[config.mk]
export PLATFORM = sky130hd
export DESIGN_NAME = csq_top
export DESIGN_NICKNAME = d
export VERILOG_FILES = /design/src/csq_pkg.sv /design/src/csq_seg_store.sv /design/src/csq_axil_port.sv /design/src/csq_top.sv
export SDC_FILE = /design/constraint.sdc
export NUM_CORES = 1
export LEC_CHECK = 0
export BUFFER_PORTS_ARGS = -buffer_cell sky130_fd_sc_hd__buf_2
export CAP_MARGIN = 30
export CORE_ASPECT_RATIO = 0.5
export CORE_UTILIZATION = 35
export CTS_BUF_LIST = sky130_fd_sc_hd__clkbuf_4
export CTS_CLUSTER_DIAMETER = 30
export DETAILED_ROUTE_END_ITERATION = 8
export PLACE_DENSITY = 0.58
export SLEW_MARGIN = 40
export SYNTH_ARGS = -nofsm -noshare
export SYNTH_HDL_FRONTEND = slang
export SYNTH_SLANG_ARGS = --single-unit
[constraint.sdc]
create_clock -name CLK -period 42.2 [get_ports CLK]
set_input_delay 6.33 -clock CLK [delete_from_list [all_inputs] [get_ports CLK]]
set_output_delay 6.33 -clock CLK [all_outputs]
set_load 0.01 [all_outputs]
[src/csq_pkg.sv]
// shared constants and types for the continuous segment queue
package csq_pkg;
  localparam int         DEPTH          = 8;
  localparam logic [3:0] CNT_FULL       = 4'h8;
  localparam logic [3:0] CNT_HALF       = 4'h4;
  localparam logic [3:0] CNT_ONE        = 4'h1;
  localparam logic [3:0] CNT_EMPTY      = 4'h0;
  localparam logic [7:0] OFS_MAIN_STAT  = 8'h00;
  localparam logic [7:0] OFS_SEC_ERR    = 8'h04;
  localparam logic [7:0] OFS_MODE_PARAM = 8'h08;
  localparam logic [7:0] OFS_SEG_DATA   = 8'h0c;
  localparam logic [7:0] OFS_COMMAND    = 8'h10;
  localparam logic [7:0] CMD_MODE_SET   = 8'h2a;
  localparam logic [7:0] CMD_STOP       = 8'h26;
  localparam logic [7:0] CMD_IRQ_CLR    = 8'h6f;
  localparam logic [7:0] CMD_HOLD       = 8'h77;
  localparam logic [7:0] CMD_HOLD_REL   = 8'h78;
  localparam logic [7:0] CMD_ERR_CLR    = 8'h79;
  localparam int         MODE_INT_HALF  = 14;
  localparam int         MODE_INT_ONE   = 15;
  localparam int         ST_CNT_LSB     = 12;
  localparam int         ST_NEXT        = 11;
  localparam int         ST_ERR_LSB     = 4;
  localparam int         SEC_LATE       = 7;
  localparam logic [15:0] MODE_RST      = 16'h0000;
  localparam logic [1:0] RESP_OKAY      = 2'b00;
  localparam logic [1:0] RESP_SLVERR    = 2'b10;

  typedef enum logic [2:0] {
    RS_IDLE = 3'b001,
    RS_RUN  = 3'b010,
    RS_LATE = 3'b100
  } csq_run_e;

  typedef struct packed {
    logic [7:0]  cmd;
    logic [31:0] data;
  } csq_seg_s;

  typedef struct packed {
    logic        en;
    logic [7:0]  addr;
    logic [31:0] data;
    logic [3:0]  strb;
  } csq_wr_s;

  // interpolation driving commands sit in the 6xh group
  function automatic logic csq_is_interp(input logic [7:0] c);
    return (c[7:4] == 4'h6) && (c != CMD_IRQ_CLR);
  endfunction : csq_is_interp
endpackage : csq_pkg

[src/csq_seg_store.sv]
// eight stage segment pre-buffer with count, push, pop and flush
module csq_seg_store
  import csq_pkg::*;
(
  input  wire logic     clk,
  input  wire logic     rst,
  input  wire logic     push,
  input  csq_seg_s      push_seg,
  input  wire logic     pop,
  input  wire logic     flush,
  output logic [3:0]    count,
  output csq_seg_s      head
);
  typedef struct packed {
    csq_seg_s [DEPTH-1:0] mem;
    logic [2:0]           wp;
    logic [2:0]           rp;
    logic [3:0]           cnt;
  } csq_store_s;

  csq_store_s s_reg;
  csq_store_s s_next;

  always_comb begin
    s_next = s_reg;
    if (flush) begin
      s_next.rp  = s_reg.wp; // queued stages are simply abandoned
      s_next.cnt = CNT_EMPTY;
    end else begin
      if (push && s_reg.cnt != CNT_FULL) begin
        s_next.mem[s_reg.wp] = push_seg;
        s_next.wp = s_reg.wp + 3'h1;
      end
      if (pop && s_reg.cnt != CNT_EMPTY) begin
        s_next.rp = s_reg.rp + 3'h1;
      end
      s_next.cnt = s_reg.cnt
                 + {3'h0, push && s_reg.cnt != CNT_FULL}
                 - {3'h0, pop && s_reg.cnt != CNT_EMPTY};
    end
  end

  always_ff @(posedge clk or posedge rst) begin
    if (rst) begin
      s_reg <= '0;
    end else begin
      s_reg <= s_next;
    end
  end

  assign count = s_reg.cnt;
  assign head  = s_reg.mem[s_reg.rp];
endmodule : csq_seg_store

[src/csq_axil_port.sv]
// axi4-lite slave front end: one write and one read in flight
module csq_axil_port
  import csq_pkg::*;
(
  input  wire logic        clk,
  input  wire logic        rst,
  input  wire logic [7:0]  awaddr,
  input  wire logic        awvalid,
  output logic             awready,
  input  wire logic [31:0] wdata,
  input  wire logic [3:0]  wstrb,
  input  wire logic        wvalid,
  output logic             wready,
  output logic [1:0]       bresp,
  output logic             bvalid,
  input  wire logic        bready,
  input  wire logic        arvalid,
  output logic             arready,
  output logic [31:0]      rdata,
  output logic [1:0]       rresp,
  output logic             rvalid,
  input  wire logic        rready,
  input  wire logic [31:0] rd_data,
  input  wire logic        rd_hit,
  input  wire logic        wr_hit,
  output csq_wr_s          wr
);
  typedef struct packed {
    logic        aw_got;
    logic        w_got;
    csq_wr_s     wr;
    logic        awready;
    logic        wready;
    logic        bvalid;
    logic [1:0]  bresp;
    logic        arready;
    logic        rvalid;
    logic [1:0]  rresp;
    logic [31:0] rdata;
  } csq_axil_s;

  csq_axil_s s_reg;
  csq_axil_s s_next;

  always_comb begin
    s_next = s_reg;
    s_next.wr.en = 1'b0;
    if (awvalid && s_reg.awready) begin
      s_next.aw_got  = 1'b1;
      s_next.wr.addr = awaddr;
    end
    if (wvalid && s_reg.wready) begin
      s_next.w_got   = 1'b1;
      s_next.wr.data = wdata;
      s_next.wr.strb = wstrb;
    end
    if (s_reg.aw_got && s_reg.w_got) begin
      s_next.wr.en  = 1'b1;
      s_next.aw_got = 1'b0;
      s_next.w_got  = 1'b0;
      s_next.bvalid = 1'b1;
      s_next.bresp  = wr_hit ? RESP_OKAY : RESP_SLVERR;
    end
    if (s_reg.bvalid && bready) begin
      s_next.bvalid = 1'b0;
    end
    // address and data wait for the response to drain first
    s_next.awready = !s_next.aw_got && !s_next.bvalid && !s_next.wr.en;
    s_next.wready  = !s_next.w_got && !s_next.bvalid && !s_next.wr.en;
    if (arvalid && s_reg.arready) begin
      s_next.rvalid = 1'b1;
      s_next.rdata  = rd_data;
      s_next.rresp  = rd_hit ? RESP_OKAY : RESP_SLVERR;
    end
    if (s_reg.rvalid && rready) begin
      s_next.rvalid = 1'b0;
    end
    s_next.arready = !s_next.rvalid;
  end

  always_ff @(posedge clk or posedge rst) begin
    if (rst) begin
      s_reg <= '0;
    end else begin
      s_reg <= s_next;
    end
  end

  assign awready = s_reg.awready;
  assign wready  = s_reg.wready;
  assign bvalid  = s_reg.bvalid;
  assign bresp   = s_reg.bresp;
  assign arready = s_reg.arready;
  assign rvalid  = s_reg.rvalid;
  assign rresp   = s_reg.rresp;
  assign rdata   = s_reg.rdata;
  assign wr      = s_reg.wr;
endmodule : csq_axil_port

[src/csq_top.sv]
// continuous interpolation segment queue with axi4-lite registers
module csq_top
  import csq_pkg::*;
(
  input  wire logic        CLK,
  input  wire logic        SYS_RST,
  input  wire logic [7:0]  S_AXI_AWADDR,
  input  wire logic        S_AXI_AWVALID,
  output logic             S_AXI_AWREADY,
  input  wire logic [31:0] S_AXI_WDATA,
  input  wire logic [3:0]  S_AXI_WSTRB,
  input  wire logic        S_AXI_WVALID,
  output logic             S_AXI_WREADY,
  output logic [1:0]       S_AXI_BRESP,
  output logic             S_AXI_BVALID,
  input  wire logic        S_AXI_BREADY,
  input  wire logic [7:0]  S_AXI_ARADDR,
  input  wire logic        S_AXI_ARVALID,
  output logic             S_AXI_ARREADY,
  output logic [31:0]      S_AXI_RDATA,
  output logic [1:0]       S_AXI_RRESP,
  output logic             S_AXI_RVALID,
  input  wire logic        S_AXI_RREADY,
  input  wire logic [3:0]  LIMIT_ERR,
  input  wire logic        SEG_DONE,
  input  wire logic        LAST_PULSE_DONE,
  output logic             SEG_RUN,
  output logic [7:0]       SEG_CMD,
  output logic [31:0]      SEG_WORD,
  output logic [3:0]       AXIS_SEL,
  output logic             BUFFER_IRQ_N_O,
  output logic             BUFFER_IRQ_N_OE
);
  typedef struct packed {
    csq_run_e    st;
    logic [15:0] param;
    logic [15:0] mode;
    logic [31:0] seg_data;
    logic        hold;
    logic [3:0]  axis_err;
    logic        late_err;
    logic        irq;
    logic        irq_n;
    logic        seg_run;
    csq_seg_s    seg;
  } csq_top_s;

  csq_top_s   s_reg;
  csq_top_s   s_next;
  csq_wr_s    wr;
  csq_seg_s   head;
  csq_seg_s   new_seg;
  logic [3:0] cnt;
  logic [3:0] cnt_after;
  logic       push;
  logic       pop;
  logic       flush;
  logic       cmd_wr;
  logic [7:0] code;
  logic       err_any;
  logic       running;
  logic       writable;
  logic [3:0] lim;
  logic [31:0] rd_data;

  function automatic logic hit(input logic [7:0] a);
    return a == OFS_MAIN_STAT || a == OFS_SEC_ERR ||
           a == OFS_MODE_PARAM || a == OFS_SEG_DATA ||
           a == OFS_COMMAND;
  endfunction : hit

  function automatic logic [31:0] merge(input logic [31:0] old,
                                        input logic [31:0] d,
                                        input logic [3:0]  be);
    logic [31:0] r;
    r = old;
    for (int i = 0; i < 4; i++) begin
      if (be[i]) begin
        r[i*8 +: 8] = d[i*8 +: 8];
      end
    end
    return r;
  endfunction : merge

  csq_axil_port u_port (
    .clk     (CLK),
    .rst     (SYS_RST),
    .awaddr  (S_AXI_AWADDR),
    .awvalid (S_AXI_AWVALID),
    .awready (S_AXI_AWREADY),
    .wdata   (S_AXI_WDATA),
    .wstrb   (S_AXI_WSTRB),
    .wvalid  (S_AXI_WVALID),
    .wready  (S_AXI_WREADY),
    .bresp   (S_AXI_BRESP),
    .bvalid  (S_AXI_BVALID),
    .bready  (S_AXI_BREADY),
    .arvalid (S_AXI_ARVALID),
    .arready (S_AXI_ARREADY),
    .rdata   (S_AXI_RDATA),
    .rresp   (S_AXI_RRESP),
    .rvalid  (S_AXI_RVALID),
    .rready  (S_AXI_RREADY),
    .rd_data (rd_data),
    .rd_hit  (hit(S_AXI_ARADDR)),
    .wr_hit  (hit(wr.addr)),
    .wr      (wr)
  );

  csq_seg_store u_store (
    .clk      (CLK),
    .rst      (SYS_RST),
    .push     (push),
    .push_seg (new_seg),
    .pop      (pop),
    .flush    (flush),
    .count    (cnt),
    .head     (head)
  );

  assign running  = s_reg.st != RS_IDLE;
  assign err_any  = (|s_reg.axis_err) || s_reg.late_err;
  assign writable = running && cnt != CNT_EMPTY && cnt != CNT_FULL;
  assign cmd_wr   = wr.en && wr.addr == OFS_COMMAND && wr.strb[0];
  assign code     = wr.data[7:0];
  assign lim      = LIMIT_ERR & s_reg.mode[3:0];
  assign new_seg  = '{cmd: code, data: s_reg.seg_data};

  always_comb begin
    rd_data = 32'h0000_0000;
    case (S_AXI_ARADDR)
      OFS_MAIN_STAT: begin
        rd_data[ST_CNT_LSB +: 4] = cnt;
        rd_data[ST_NEXT]         = writable;
        rd_data[ST_ERR_LSB +: 4] = s_reg.axis_err;
        rd_data[3:0] = running ? s_reg.mode[3:0] : 4'h0;
      end
      OFS_SEC_ERR:    rd_data[SEC_LATE] = s_reg.late_err;
      OFS_MODE_PARAM: rd_data[15:0] = s_reg.param;
      OFS_SEG_DATA:   rd_data = s_reg.seg_data;
      default:        rd_data = 32'h0000_0000;
    endcase
  end

  always_comb begin
    s_next = s_reg;
    push   = 1'b0;
    flush  = 1'b0;
    pop    = running && SEG_DONE;
    if (wr.en && wr.addr == OFS_MODE_PARAM) begin
      s_next.param = 16'(merge({16'h0, s_reg.param}, wr.data, wr.strb));
    end
    if (wr.en && wr.addr == OFS_SEG_DATA) begin
      s_next.seg_data = merge(s_reg.seg_data, wr.data, wr.strb);
    end
    if (cmd_wr) begin
      if (code == CMD_MODE_SET && !running) begin
        s_next.mode = s_reg.param;
      end else if (code == CMD_HOLD) begin
        s_next.hold = 1'b1;
      end else if (code == CMD_HOLD_REL) begin
        s_next.hold = 1'b0;
        if (cnt != CNT_EMPTY && !err_any && !running) begin
          s_next.st = RS_RUN;
        end
      end else if (code == CMD_IRQ_CLR) begin
        s_next.irq = 1'b0;
      end else if (code == CMD_ERR_CLR) begin
        s_next.axis_err = 4'h0;
        s_next.late_err = 1'b0;
      end else if (code == CMD_STOP) begin
        flush = 1'b1;
      end else if (csq_is_interp(code)) begin
        if (s_reg.st == RS_LATE) begin
          s_next.late_err = 1'b1;
          flush = 1'b1;
        end else if (!err_any && cnt != CNT_FULL) begin
          push = 1'b1;
          s_next.irq = 1'b0;
          if (!s_reg.hold && !running) begin
            s_next.st = RS_RUN;
          end
        end
      end
    end
    cnt_after = cnt + {3'h0, push} - {3'h0, pop};
    if (pop) begin
      if (cnt_after == CNT_EMPTY) begin
        s_next.st  = RS_IDLE;
        s_next.irq = 1'b0;
      end else begin
        s_next.st = RS_RUN;
        if (!push && cnt == CNT_HALF && s_reg.mode[MODE_INT_HALF]) begin
          s_next.irq = 1'b1;
        end
        if (!push && cnt == CNT_FULL && s_reg.mode[MODE_INT_ONE]) begin
          s_next.irq = 1'b1;
        end
      end
    end else if (s_reg.st == RS_RUN && LAST_PULSE_DONE &&
                 cnt == CNT_ONE && !push) begin
      s_next.st = RS_LATE; // from here a new command comes too late
    end
    if (running && (|lim)) begin
      s_next.axis_err = s_reg.axis_err | lim;
      flush = 1'b1;
    end
    if (flush) begin
      push       = 1'b0;
      pop        = 1'b0;
      s_next.st  = RS_IDLE;
      s_next.irq = 1'b0;
    end
    // run and segment outputs lag the queue by one cycle, irq_n flops with irq, so each comes from a flop
    s_next.irq_n   = !s_next.irq;
    s_next.seg_run = running;
    s_next.seg     = head;
  end

  always_ff @(posedge CLK or posedge SYS_RST) begin
    if (SYS_RST) begin
      s_reg       <= '0;
      s_reg.st    <= RS_IDLE;
      s_reg.mode  <= MODE_RST;
      s_reg.param <= MODE_RST;
      s_reg.irq_n <= 1'b1;
    end else begin
      s_reg <= s_next;
    end
  end

  assign SEG_RUN         = s_reg.seg_run;
  assign SEG_CMD         = s_reg.seg.cmd;
  assign SEG_WORD        = s_reg.seg.data;
  assign AXIS_SEL        = s_reg.mode[3:0];
  assign BUFFER_IRQ_N_O  = s_reg.irq_n;
  assign BUFFER_IRQ_N_OE = s_reg.irq;

  logic cmd_ok;
  assign cmd_ok = cmd_wr && csq_is_interp(code);
endmodule : csq_top

==> out/metrics.csv, run 1 <==
metric,value,unit
outcome,"finished, final reports clean",
register share of total power,0.485,
Leak,0.0128,uW
clk_skew,0.0546,ns
Worst VDD drop,0.0000330,V
dpl cells,2412,
"critical path, cell by cell",buf_2 -> a22oi_1 -> a31oi_1 -> or4_4 -> or4_2 -> buf_6 -> mux2_4,
share of cells above drive strength 1,0.525,
WHS Path Cells,1,
Fin Setup TNS,0,ns
worst-margin pin slew,0.837,ns
placed cell areas,24100,sq um
num ports,153,
"top cells by area, synth","dfrtp_1 (56%), mux2_2 (18%), mux4_2 (7.9%)",
grt ovf,0,
"commonest non-fill, non-tap cell in the layout",dfrtp_1,
required time of the worst setup path,42.93,ns
area grow syn2layout,11.4,%
CTS Root Cell,clkbuf_4,
share of power burned in combinational logic,0.161,
"EDFF count, synth",0,
max reg flops,326,
highest clock rate,0.122,GHz
final setup vio count,0,
via count,12900,
DRT Pass-1 Iters,4,
cell taking the most area after synthesis,dfrtp_1,
final hold vios,0,
synth warn,0,
max incr delay on CP,0.67,ns
# rows,66,
CP max stage cell,or4_2,
Non-Filler Instances,2642,
top_reg_cell synth,dfrtp_1,
Post-synth ARST share,1.00,
Pwr per Cell Area,47.7,nW/um^2
Yosys cell types,63,
CP Capture Type,flop,
"Design Area, Final",25800,sq um
Die Area,67400,sq um
"commonest non-fill, non-tap cells in the layout","dfrtp_1 (517), mux2_2 (361), clkbuf_4 (186)",
worst min-delay path class,reg -> reg,
initial core utilization,0.356,
Max Cap Viol,0,
Total Wirelength,51.9,mm
Syn Area/Cell,14.9,sq um
Syn Inst Count,1553,
Highest Signal Layer,met4,
cts bufs inserted,132,
clock share of power,0.354,
# hold bufs at CTS,0,
CTS sink count,522,
Mapped Area,23200,sq um
nets@finish,1742,
sequential-to-total area share from yosys stat,0.563,
routability congestion estimate from global placement,0.783,
initial antenna violation count,3,
Crit Path Max Fanout,40,
FF-to-FF setup slack,38.45,ns
via/cell ratio,4.89,
Max Buffers Root-to-Sink,3,
Finished Core Util,0.396,
area share of the largest cell type after synthesis,0.561,
largest net degree at the start of global routing,118,
post-route ant nets,0,
setup bufs post-CTS,0,
clock input transition at the sequential cells of the worst setup and hold paths,0.06,ns
"Clk Latency, worst-skew pair",0.87,ns
vias in the first global route,14000,
Final period util,0.194,
cell-internal power,863,uW
worst r2r path cells,14,
TritonCTS clock tree,built,
fin crit period,8.17,ns
switch share,0.299,
Synth Register Bits,522,
fin. max-slew vios,0,
"Worst Path Class, Setup",in -> reg,
# port buffers,150,
Final HPWL DP,30.6,mm
htree depth,4,
net switching power,368,uW
GRT Overall Usage,0.158,
die width,366,microns
die outline height,184,microns
mean routed wirelength per cell,19.6,microns
wl on met1,24.9,mm
length of routed met2 wiring,24.1,mm
slew margin rel.,0.442,
Worst Path Arrival,8.90,ns
global-route wire length before repair,82.4,mm
first-iteration detailed-routing DRC count,711,
Worst setup SP type,primary input,
CTS resizes,0,
Residual DRC,0,
Core Area,65200,sq um
metal3 WL,1.93,mm
RSZ-0062 raised after global routing,no,
-- worst paths after layout --
| kind | startpoint | end |
|---|---|---|
| worst min register to register | u_store.s_reg[328] | u_store.s_reg[328] |
| max in group asynchronous | SYS_RST | u_port.rdata[31] |
| worst min-delay path | u_store.s_reg[328] | u_store.s_reg[328] |
| min in group asynchronous | SYS_RST | SEG_CMD[7] |
| worst max-delay path | LIMIT_ERR[1] | u_store.s_reg[294] |
| worst max register to register | s_reg[113] | s_reg[114] |
-- layer usage --
metal  global-route usage  vias up
met3               0.0387       79
met1                0.219     6826
li1                     -     5806
met5                    0        -
met2                0.245      207
met4               0.0502        0
-- synthesized netlist by cell type (11+ instances only) --
cell type and count:
clkbuf_1 43, nand2_1 68, dfrtp_1 520, buf_1 25
buf_4 96, mux2_2 361, mux2_4 72, mux4_2 81
a22oi_1 11, ha_1 12, nor2b_1 14, nor2_1 18
o21ai_0 38, buf_2 19, inv_1 22
-- power groups by stage --
stage	clock (uW)	sequential (uW)	combinational, uW
after floorplan	0	567	175
after global placement	0	614	191
after detailed placement	0	614	194
after CTS	454	605	194
after global routing	480	604	219
final	436	596	199
-- kinds of logic (layout without fill, tap and decap cells) --
| kind of cell | Yosys count | in the layout | share of synthesized area |
|---|---|---|---|
| DFF | 522 | 522 | 0.563 |
| xor gates and xnor gates | 7 | 7 | 0.00264 |
| and+or+nand+nor | 193 | 193 | 0.0457 |
| AOI/OAI and AO/OA | 79 | 79 | 0.0218 |
| other | 1 | 9 | 0.000162 |
| buffers and inverters | 216 | 413 | 0.0543 |
| muxes | 521 | 521 | 0.304 |
| adders and majority gates | 14 | 14 | 0.00820 |
-- through the flow --
step	total power [uW]	hold WS, ns	setup slack [ns]
2_1_floorplan	742	0.429	21.29
3_3_place_gp	805	0.445	33.09
3_5_place_dp	808	0.450	33.10
4_1_cts	1250	0.468	34.04
5_1_grt	1300	0.478	34.04
6_report	1230	0.460	34.03
-- area by class of cell --
type | instances | area (sq um)
Sequential cell | 522 | 13100
Clock buffer | 186 | 1400
Inverter | 22 | 95.1
Fill cell | 6189 | 39400
Timing Repair Buffer | 169 | 943
Multi-Input combinational cell | 816 | 8920
Tap cell | 884 | 1110
Antenna cell | 7 | 17.5
Clock inverter | 36 | 283
-- critical path, delay by kind of cell --
kind / cells / cell delay, ns
simple gates: 2 / 1.30
buf+inv: 2 / 0.42
compound gates: 2 / 0.40
mux: 1 / 0.38
No activity file was read; power rests on OpenSTA's default activity.
==> run 2: changes to the inputs <==
Settings changed: PLACE_DENSITY 0.58 to 0.6.
Clock period 42.2 ns to 7.1 ns, I/O delays scaled along.
==> out/metrics.csv, run 2 (same netlist as run 1, synthesis figures left out) <==
metric,value,unit
Worst Path Arrival,4.45,ns
num ports,153,
final hold vios,0,
cts bufs inserted,133,
Crit Path Max Fanout,7,
die outline height,184,microns
routability congestion estimate from global placement,0.806,
Final HPWL DP,30.4,mm
total design power,7260,uW
via count,13000,
CTS resizes,0,
max reg flops,326,
Pwr per Cell Area,280,nW/um^2
TritonCTS clock tree,built,
"Clk Latency, worst-skew pair",0.86,ns
post-route ant nets,0,
RSZ-0062 raised after global routing,no,
clock input transition at the sequential cells of the worst setup and hold paths,0.06,ns
fin. max-slew vios,0,
first-iteration detailed-routing DRC count,743,
CP top delay family,simple AND/OR/NAND/NOR gates,
worst-margin pin slew,0.836,ns
Residual DRC,0,
Core Area,65200,sq um
mean routed wirelength per cell,19.5,microns
CTS sink count,522,
vias in the first global route,13800,
Worst setup SP type,flop,
share of cells above drive strength 1,0.524,
Leak,0.0129,uW
"most used cell, CP",inv_1,
CP Launch Point,s_reg[113],
"critical path, cell by cell",nor3b_2 -> inv_1 -> nand2_1 -> inv_1 -> ha_1 -> inv_1 -> ha_1 -> inv_1 -> fa_1 -> xor2_1 -> nand3b_1 -> nor4_1 -> nand2b_1 -> a31oi_1,
R2R Path Start,s_reg[113],
final setup vio count,0,
max incr delay on CP,0.55,ns
Worst VDD drop,0.000201,V
Non-Filler Instances,2642,
Total Wirelength,51.5,mm
# rows,66,
"commonest non-fill, non-tap cell in the layout",dfrtp_1,
# hold bufs at CTS,0,
CTS Root Cell,clkbuf_4,
"Worst Path Class, Setup",reg -> reg,
setup bufs post-CTS,0,
fin crit period,3.77,ns
GRT Overall Usage,0.156,
required time of the worst setup path,7.78,ns
outcome,"finished, final reports clean",
initial core utilization,0.356,
highest clock rate,0.265,GHz
via/cell ratio,4.91,
clk_skew,0.0626,ns
die width,366,microns
Max Cap Viol,0,
largest net degree at the start of global routing,152,
Worst Path Buf+Inv,4,
Placement Setup Slack,3.09,ns
global-route wire length before repair,81.4,mm
area grow syn2layout,11.7,%
CP max stage cell,dfstp_2,
CP Capture Type,flop,
slew margin rel.,0.443,
dpl cells,2413,
htree depth,4,
Max Buffers Root-to-Sink,3,
grt ovf,0,
Final period util,0.532,
"commonest non-fill, non-tap cells in the layout","dfrtp_1 (517), mux2_2 (361), clkbuf_4 (185)",
# port buffers,150,
final worst slack,3.33,ns
initial antenna violation count,4,
DRT Pass-1 Iters,4,
Die Area,67400,sq um
Finished Core Util,0.397,
worst min-delay path class,in -> async,
nets@finish,1744,
[run 2: changes by cell type in the layout (fill, tap and decap cells not counted), sizes merged]
| cell | change |
|---|---|
| clkinvlp | +2 |
| bufinv | -1 |
| clkinv | +7 |
| clkbuf | -1 |
| diode | -4 |
| inv | -4 |
| buf | +1 |
[run 2: layer usage]
metal	up-vias	track usage	share of wire
met2	236	0.243	0.47
met3	69	0.0373	0.041
met1	6867	0.214	0.47
met5	-	0	0
li1	5813	-	-
met4	0	0.0551	0.018
[run 2: power by group]
part / total (uW) / switching [uW] / internal, uW
Combinational: 1180 / 608 / 569
Clock: 2530 / 1210 / 1320
Sequential: 3550 / 352 / 3200
[run 2: final cells by class]
class                      count  area, sq um
antenna                        3         7.51
clock buffer                 185         1390
clock inverter                40          263
fill                        6198        39300
inverter                      22         86.3
multi-input combinational    816         8930
sequential                   522        13100
tap                          884         1110
timing repair buffer         170         1050
[run 2: through the flow]
stage	hold WS (ns)	area, sq um	TNS [ns]
6_report	0.153	25900	0
5_1_grt	0.0629	25900	0
4_1_cts	0.0556	25900	0
3_5_place_dp	0.450	24200	0
3_3_place_gp	0.444	24100	0
2_1_floorplan	0.429	23200	-548.90
[run 2: final timing paths]
path / end / slack, ns / depth (start not counted)
worst max-delay path: s_reg[114] / 3.33 / 14
max in group asynchronous: u_store.s_reg[266] / 5.43 / 6
worst min-delay path: SEG_WORD[1] / 0.15 / 2
worst min register to register: u_store.s_reg[328] / 0.46 / 1
min in group CLK: u_port.wr[39] / 0.46 / 2
worst max register to register: s_reg[114] / 3.33 / 14
==> run 3: changes to the inputs <==
Settings changed: PLACE_DENSITY 0.6 to 0.58.
Clock period 7.1 ns to 3.5 ns, I/O delays scaled along.
==> out/metrics.csv, run 3 (same netlist as run 1, synthesis figures left out) <==
metric,value,unit
Leak,0.0132,uW
cts bufs inserted,132,
switch share,0.299,
vias in the first global route,14200,
via count,13200,
first-iteration detailed-routing DRC count,595,
# port buffers,150,
FF-to-FF setup slack,0.21,ns
worst r2r path cells,6,
share of power burned in combinational logic,0.174,
CP Capture Type,flop,
outcome,"finished, final reports clean",
grt met3 use,0.0358,
crit path capture,u_store.s_reg[306],
max incr delay on CP,0.72,ns
Worst Path Arrival,3.98,ns
clk_skew,0.0557,ns
Max Cap Viol,0,
register share of total power,0.489,
Pwr per Cell Area,554,nW/um^2
Core Area,65200,sq um
"commonest non-fill, non-tap cell in the layout",dfrtp_1,
clock input transition at the sequential cells of the worst setup and hold paths,0.07,ns
met1 Usage GRT,0.223,
Final period util,0.940,
total design power,14800,uW
CTS sink count,522,
slew margin rel.,0.461,
"Worst Path Class, Setup",reg -> reg,
Sequential cell area,13100,sq um
"critical path, cell by cell",nor3b_2 -> a31oi_1 -> or4_4 -> or4_2 -> buf_4 -> mux2_4,
TritonCTS clock tree,built,
worst min-delay path class,in -> reg,
max reg flops,326,
die width,366,microns
Die Area,67400,sq um
initial core utilization,0.356,
net switching power,4420,uW
num ports,153,
global-route wire length before repair,84.1,mm
RSZ-0062 raised after global routing,no,
die outline height,184,microns
R2R Path Start,s_reg[113],
grt ovf,0,
RR Endpoint,u_store.s_reg[306],
nets@finish,1829,
CTS resizes,0,
Final HPWL DP,32.5,mm
Worst setup SP type,flop,
via/cell ratio,4.88,
mean routed wirelength per cell,19.5,microns
Max Buffers Root-to-Sink,3,
area grow syn2layout,15.0,%
Crit path depth,6,
Residual DRC,0,
htree depth,4,
met2 usage,0.250,
fin crit period,3.29,ns
"commonest non-fill, non-tap cells in the layout","dfrtp_1 (517), mux2_2 (361), clkbuf_4 (176)",
share of cells above drive strength 1,0.514,
CTS Root Cell,clkbuf_4,
CP max stage cell,or4_2,
cell-internal power,10400,uW
initial antenna violation count,2,
largest net degree at the start of global routing,91,
# rows,66,
footprint of the multi-input gates,8910,sq um
GRT Overall Usage,0.161,
Total Wirelength,52.9,mm
DRT Pass-1 Iters,5,
Hold Slack,0.102,ns
fillcell total,6088,
setup bufs post-CTS,0,
final setup vio count,0,
routability congestion estimate from global placement,0.810,
Worst Path Buf+Inv,1,
post-route ant nets,0,
worst-margin pin slew,0.806,ns
"Clk Latency, worst-skew pair",0.87,ns
final hold vios,0,
Worst VDD drop,0.000355,V
busiest grt layer,met2,
clock share of power,0.338,
CP Launch Point,s_reg[113],
highest clock rate,0.304,GHz
required time of the worst setup path,4.19,ns
CP top delay family,simple AND/OR/NAND/NOR gates,
fin. max-slew vios,0,
Crit Path Max Fanout,19,
-- run 3: cell types whose count changed in the layout (fill, tap and decap cells not counted), sizes merged --
cell and change:
dlygate4sd3 +55, buf +31, clkbuf -9, clkinv -8, diode -2
-- run 3: area by class of cell --
class                      count  area share
clock inverter                32     0.00873
multi-input combinational    816       0.334
inverter                      22     0.00324
sequential                   522       0.490
antenna                        1   0.0000939
tap                          884      0.0415
timing repair buffer         256      0.0724
clock buffer                 176      0.0496
-- run 3: layer usage --
metal / vias to the layer above / wire length (microns)
met5: - / 0
met4: 0 / 1090
met3: 80 / 1910
met2: 238 / 24600
met1: 6939 / 25300
li1: 5961 / -
-- run 3: worst min path at each step --
| stage | from | to | slack (ns) | cells after the start |
|---|---|---|---|---|
| floorplan | u_store.s_reg[167] | u_store.s_reg[167] | 0.43 | 1 |
| finish | LAST_PULSE_DONE | s_reg[115] | 0.10 | 5 |
| detailed placement | u_store.s_reg[48] | u_store.s_reg[48] | 0.45 | 1 |
| global route | LAST_PULSE_DONE | s_reg[115] | 0.08 | 5 |
| global placement | u_store.s_reg[247] | u_store.s_reg[247] | 0.44 | 1 |
| CTS | LAST_PULSE_DONE | s_reg[115] | 0.03 | 5 |
-- run 3: repair_timing --
item,in CTS,in global routing
endpoints found under the setup margin,0,0
hold buffers,55,0
endpoints found under the hold margin,70,0
-- run 3: worst reg2reg max path, stage by stage, from the launching register on --
cell and delay [ns]:
dfstp_2 0.56, nor3b_2 0.43, a31oi_1 0.17, or4_4 0.61
or4_2 0.72, buf_4 0.31, mux2_4 0.37
-- run 3: per-stage QoR --
stage | cell area, sq um | TNS (ns) | instances | util | setup slack, ns
2_1_floorplan | 23200 | -2144.36 | 1554 | - | -4.12
3_3_place_gp | 24500 | 0 | 2443 | 0.375 | 0.300
3_5_place_dp | 24500 | 0 | 2443 | 0.376 | 0.219
4_1_cts | 26600 | 0 | 2706 | 0.408 | 0.202
5_1_grt | 26700 | 0 | 2709 | 0.409 | 0.0476
6_report | 26700 | 0 | 2709 | 0.409 | 0.211
-- run 3: power by group through the flow --
stage | clock [uW] | combinational, uW | sequential (uW)
after floorplan | 0 | 2110 | 6840
after global placement | 0 | 2400 | 7430
after detailed placement | 0 | 2420 | 7440
after CTS | 5200 | 2470 | 7330
after global routing | 5560 | 2810 | 7310
final | 4990 | 2560 | 7220
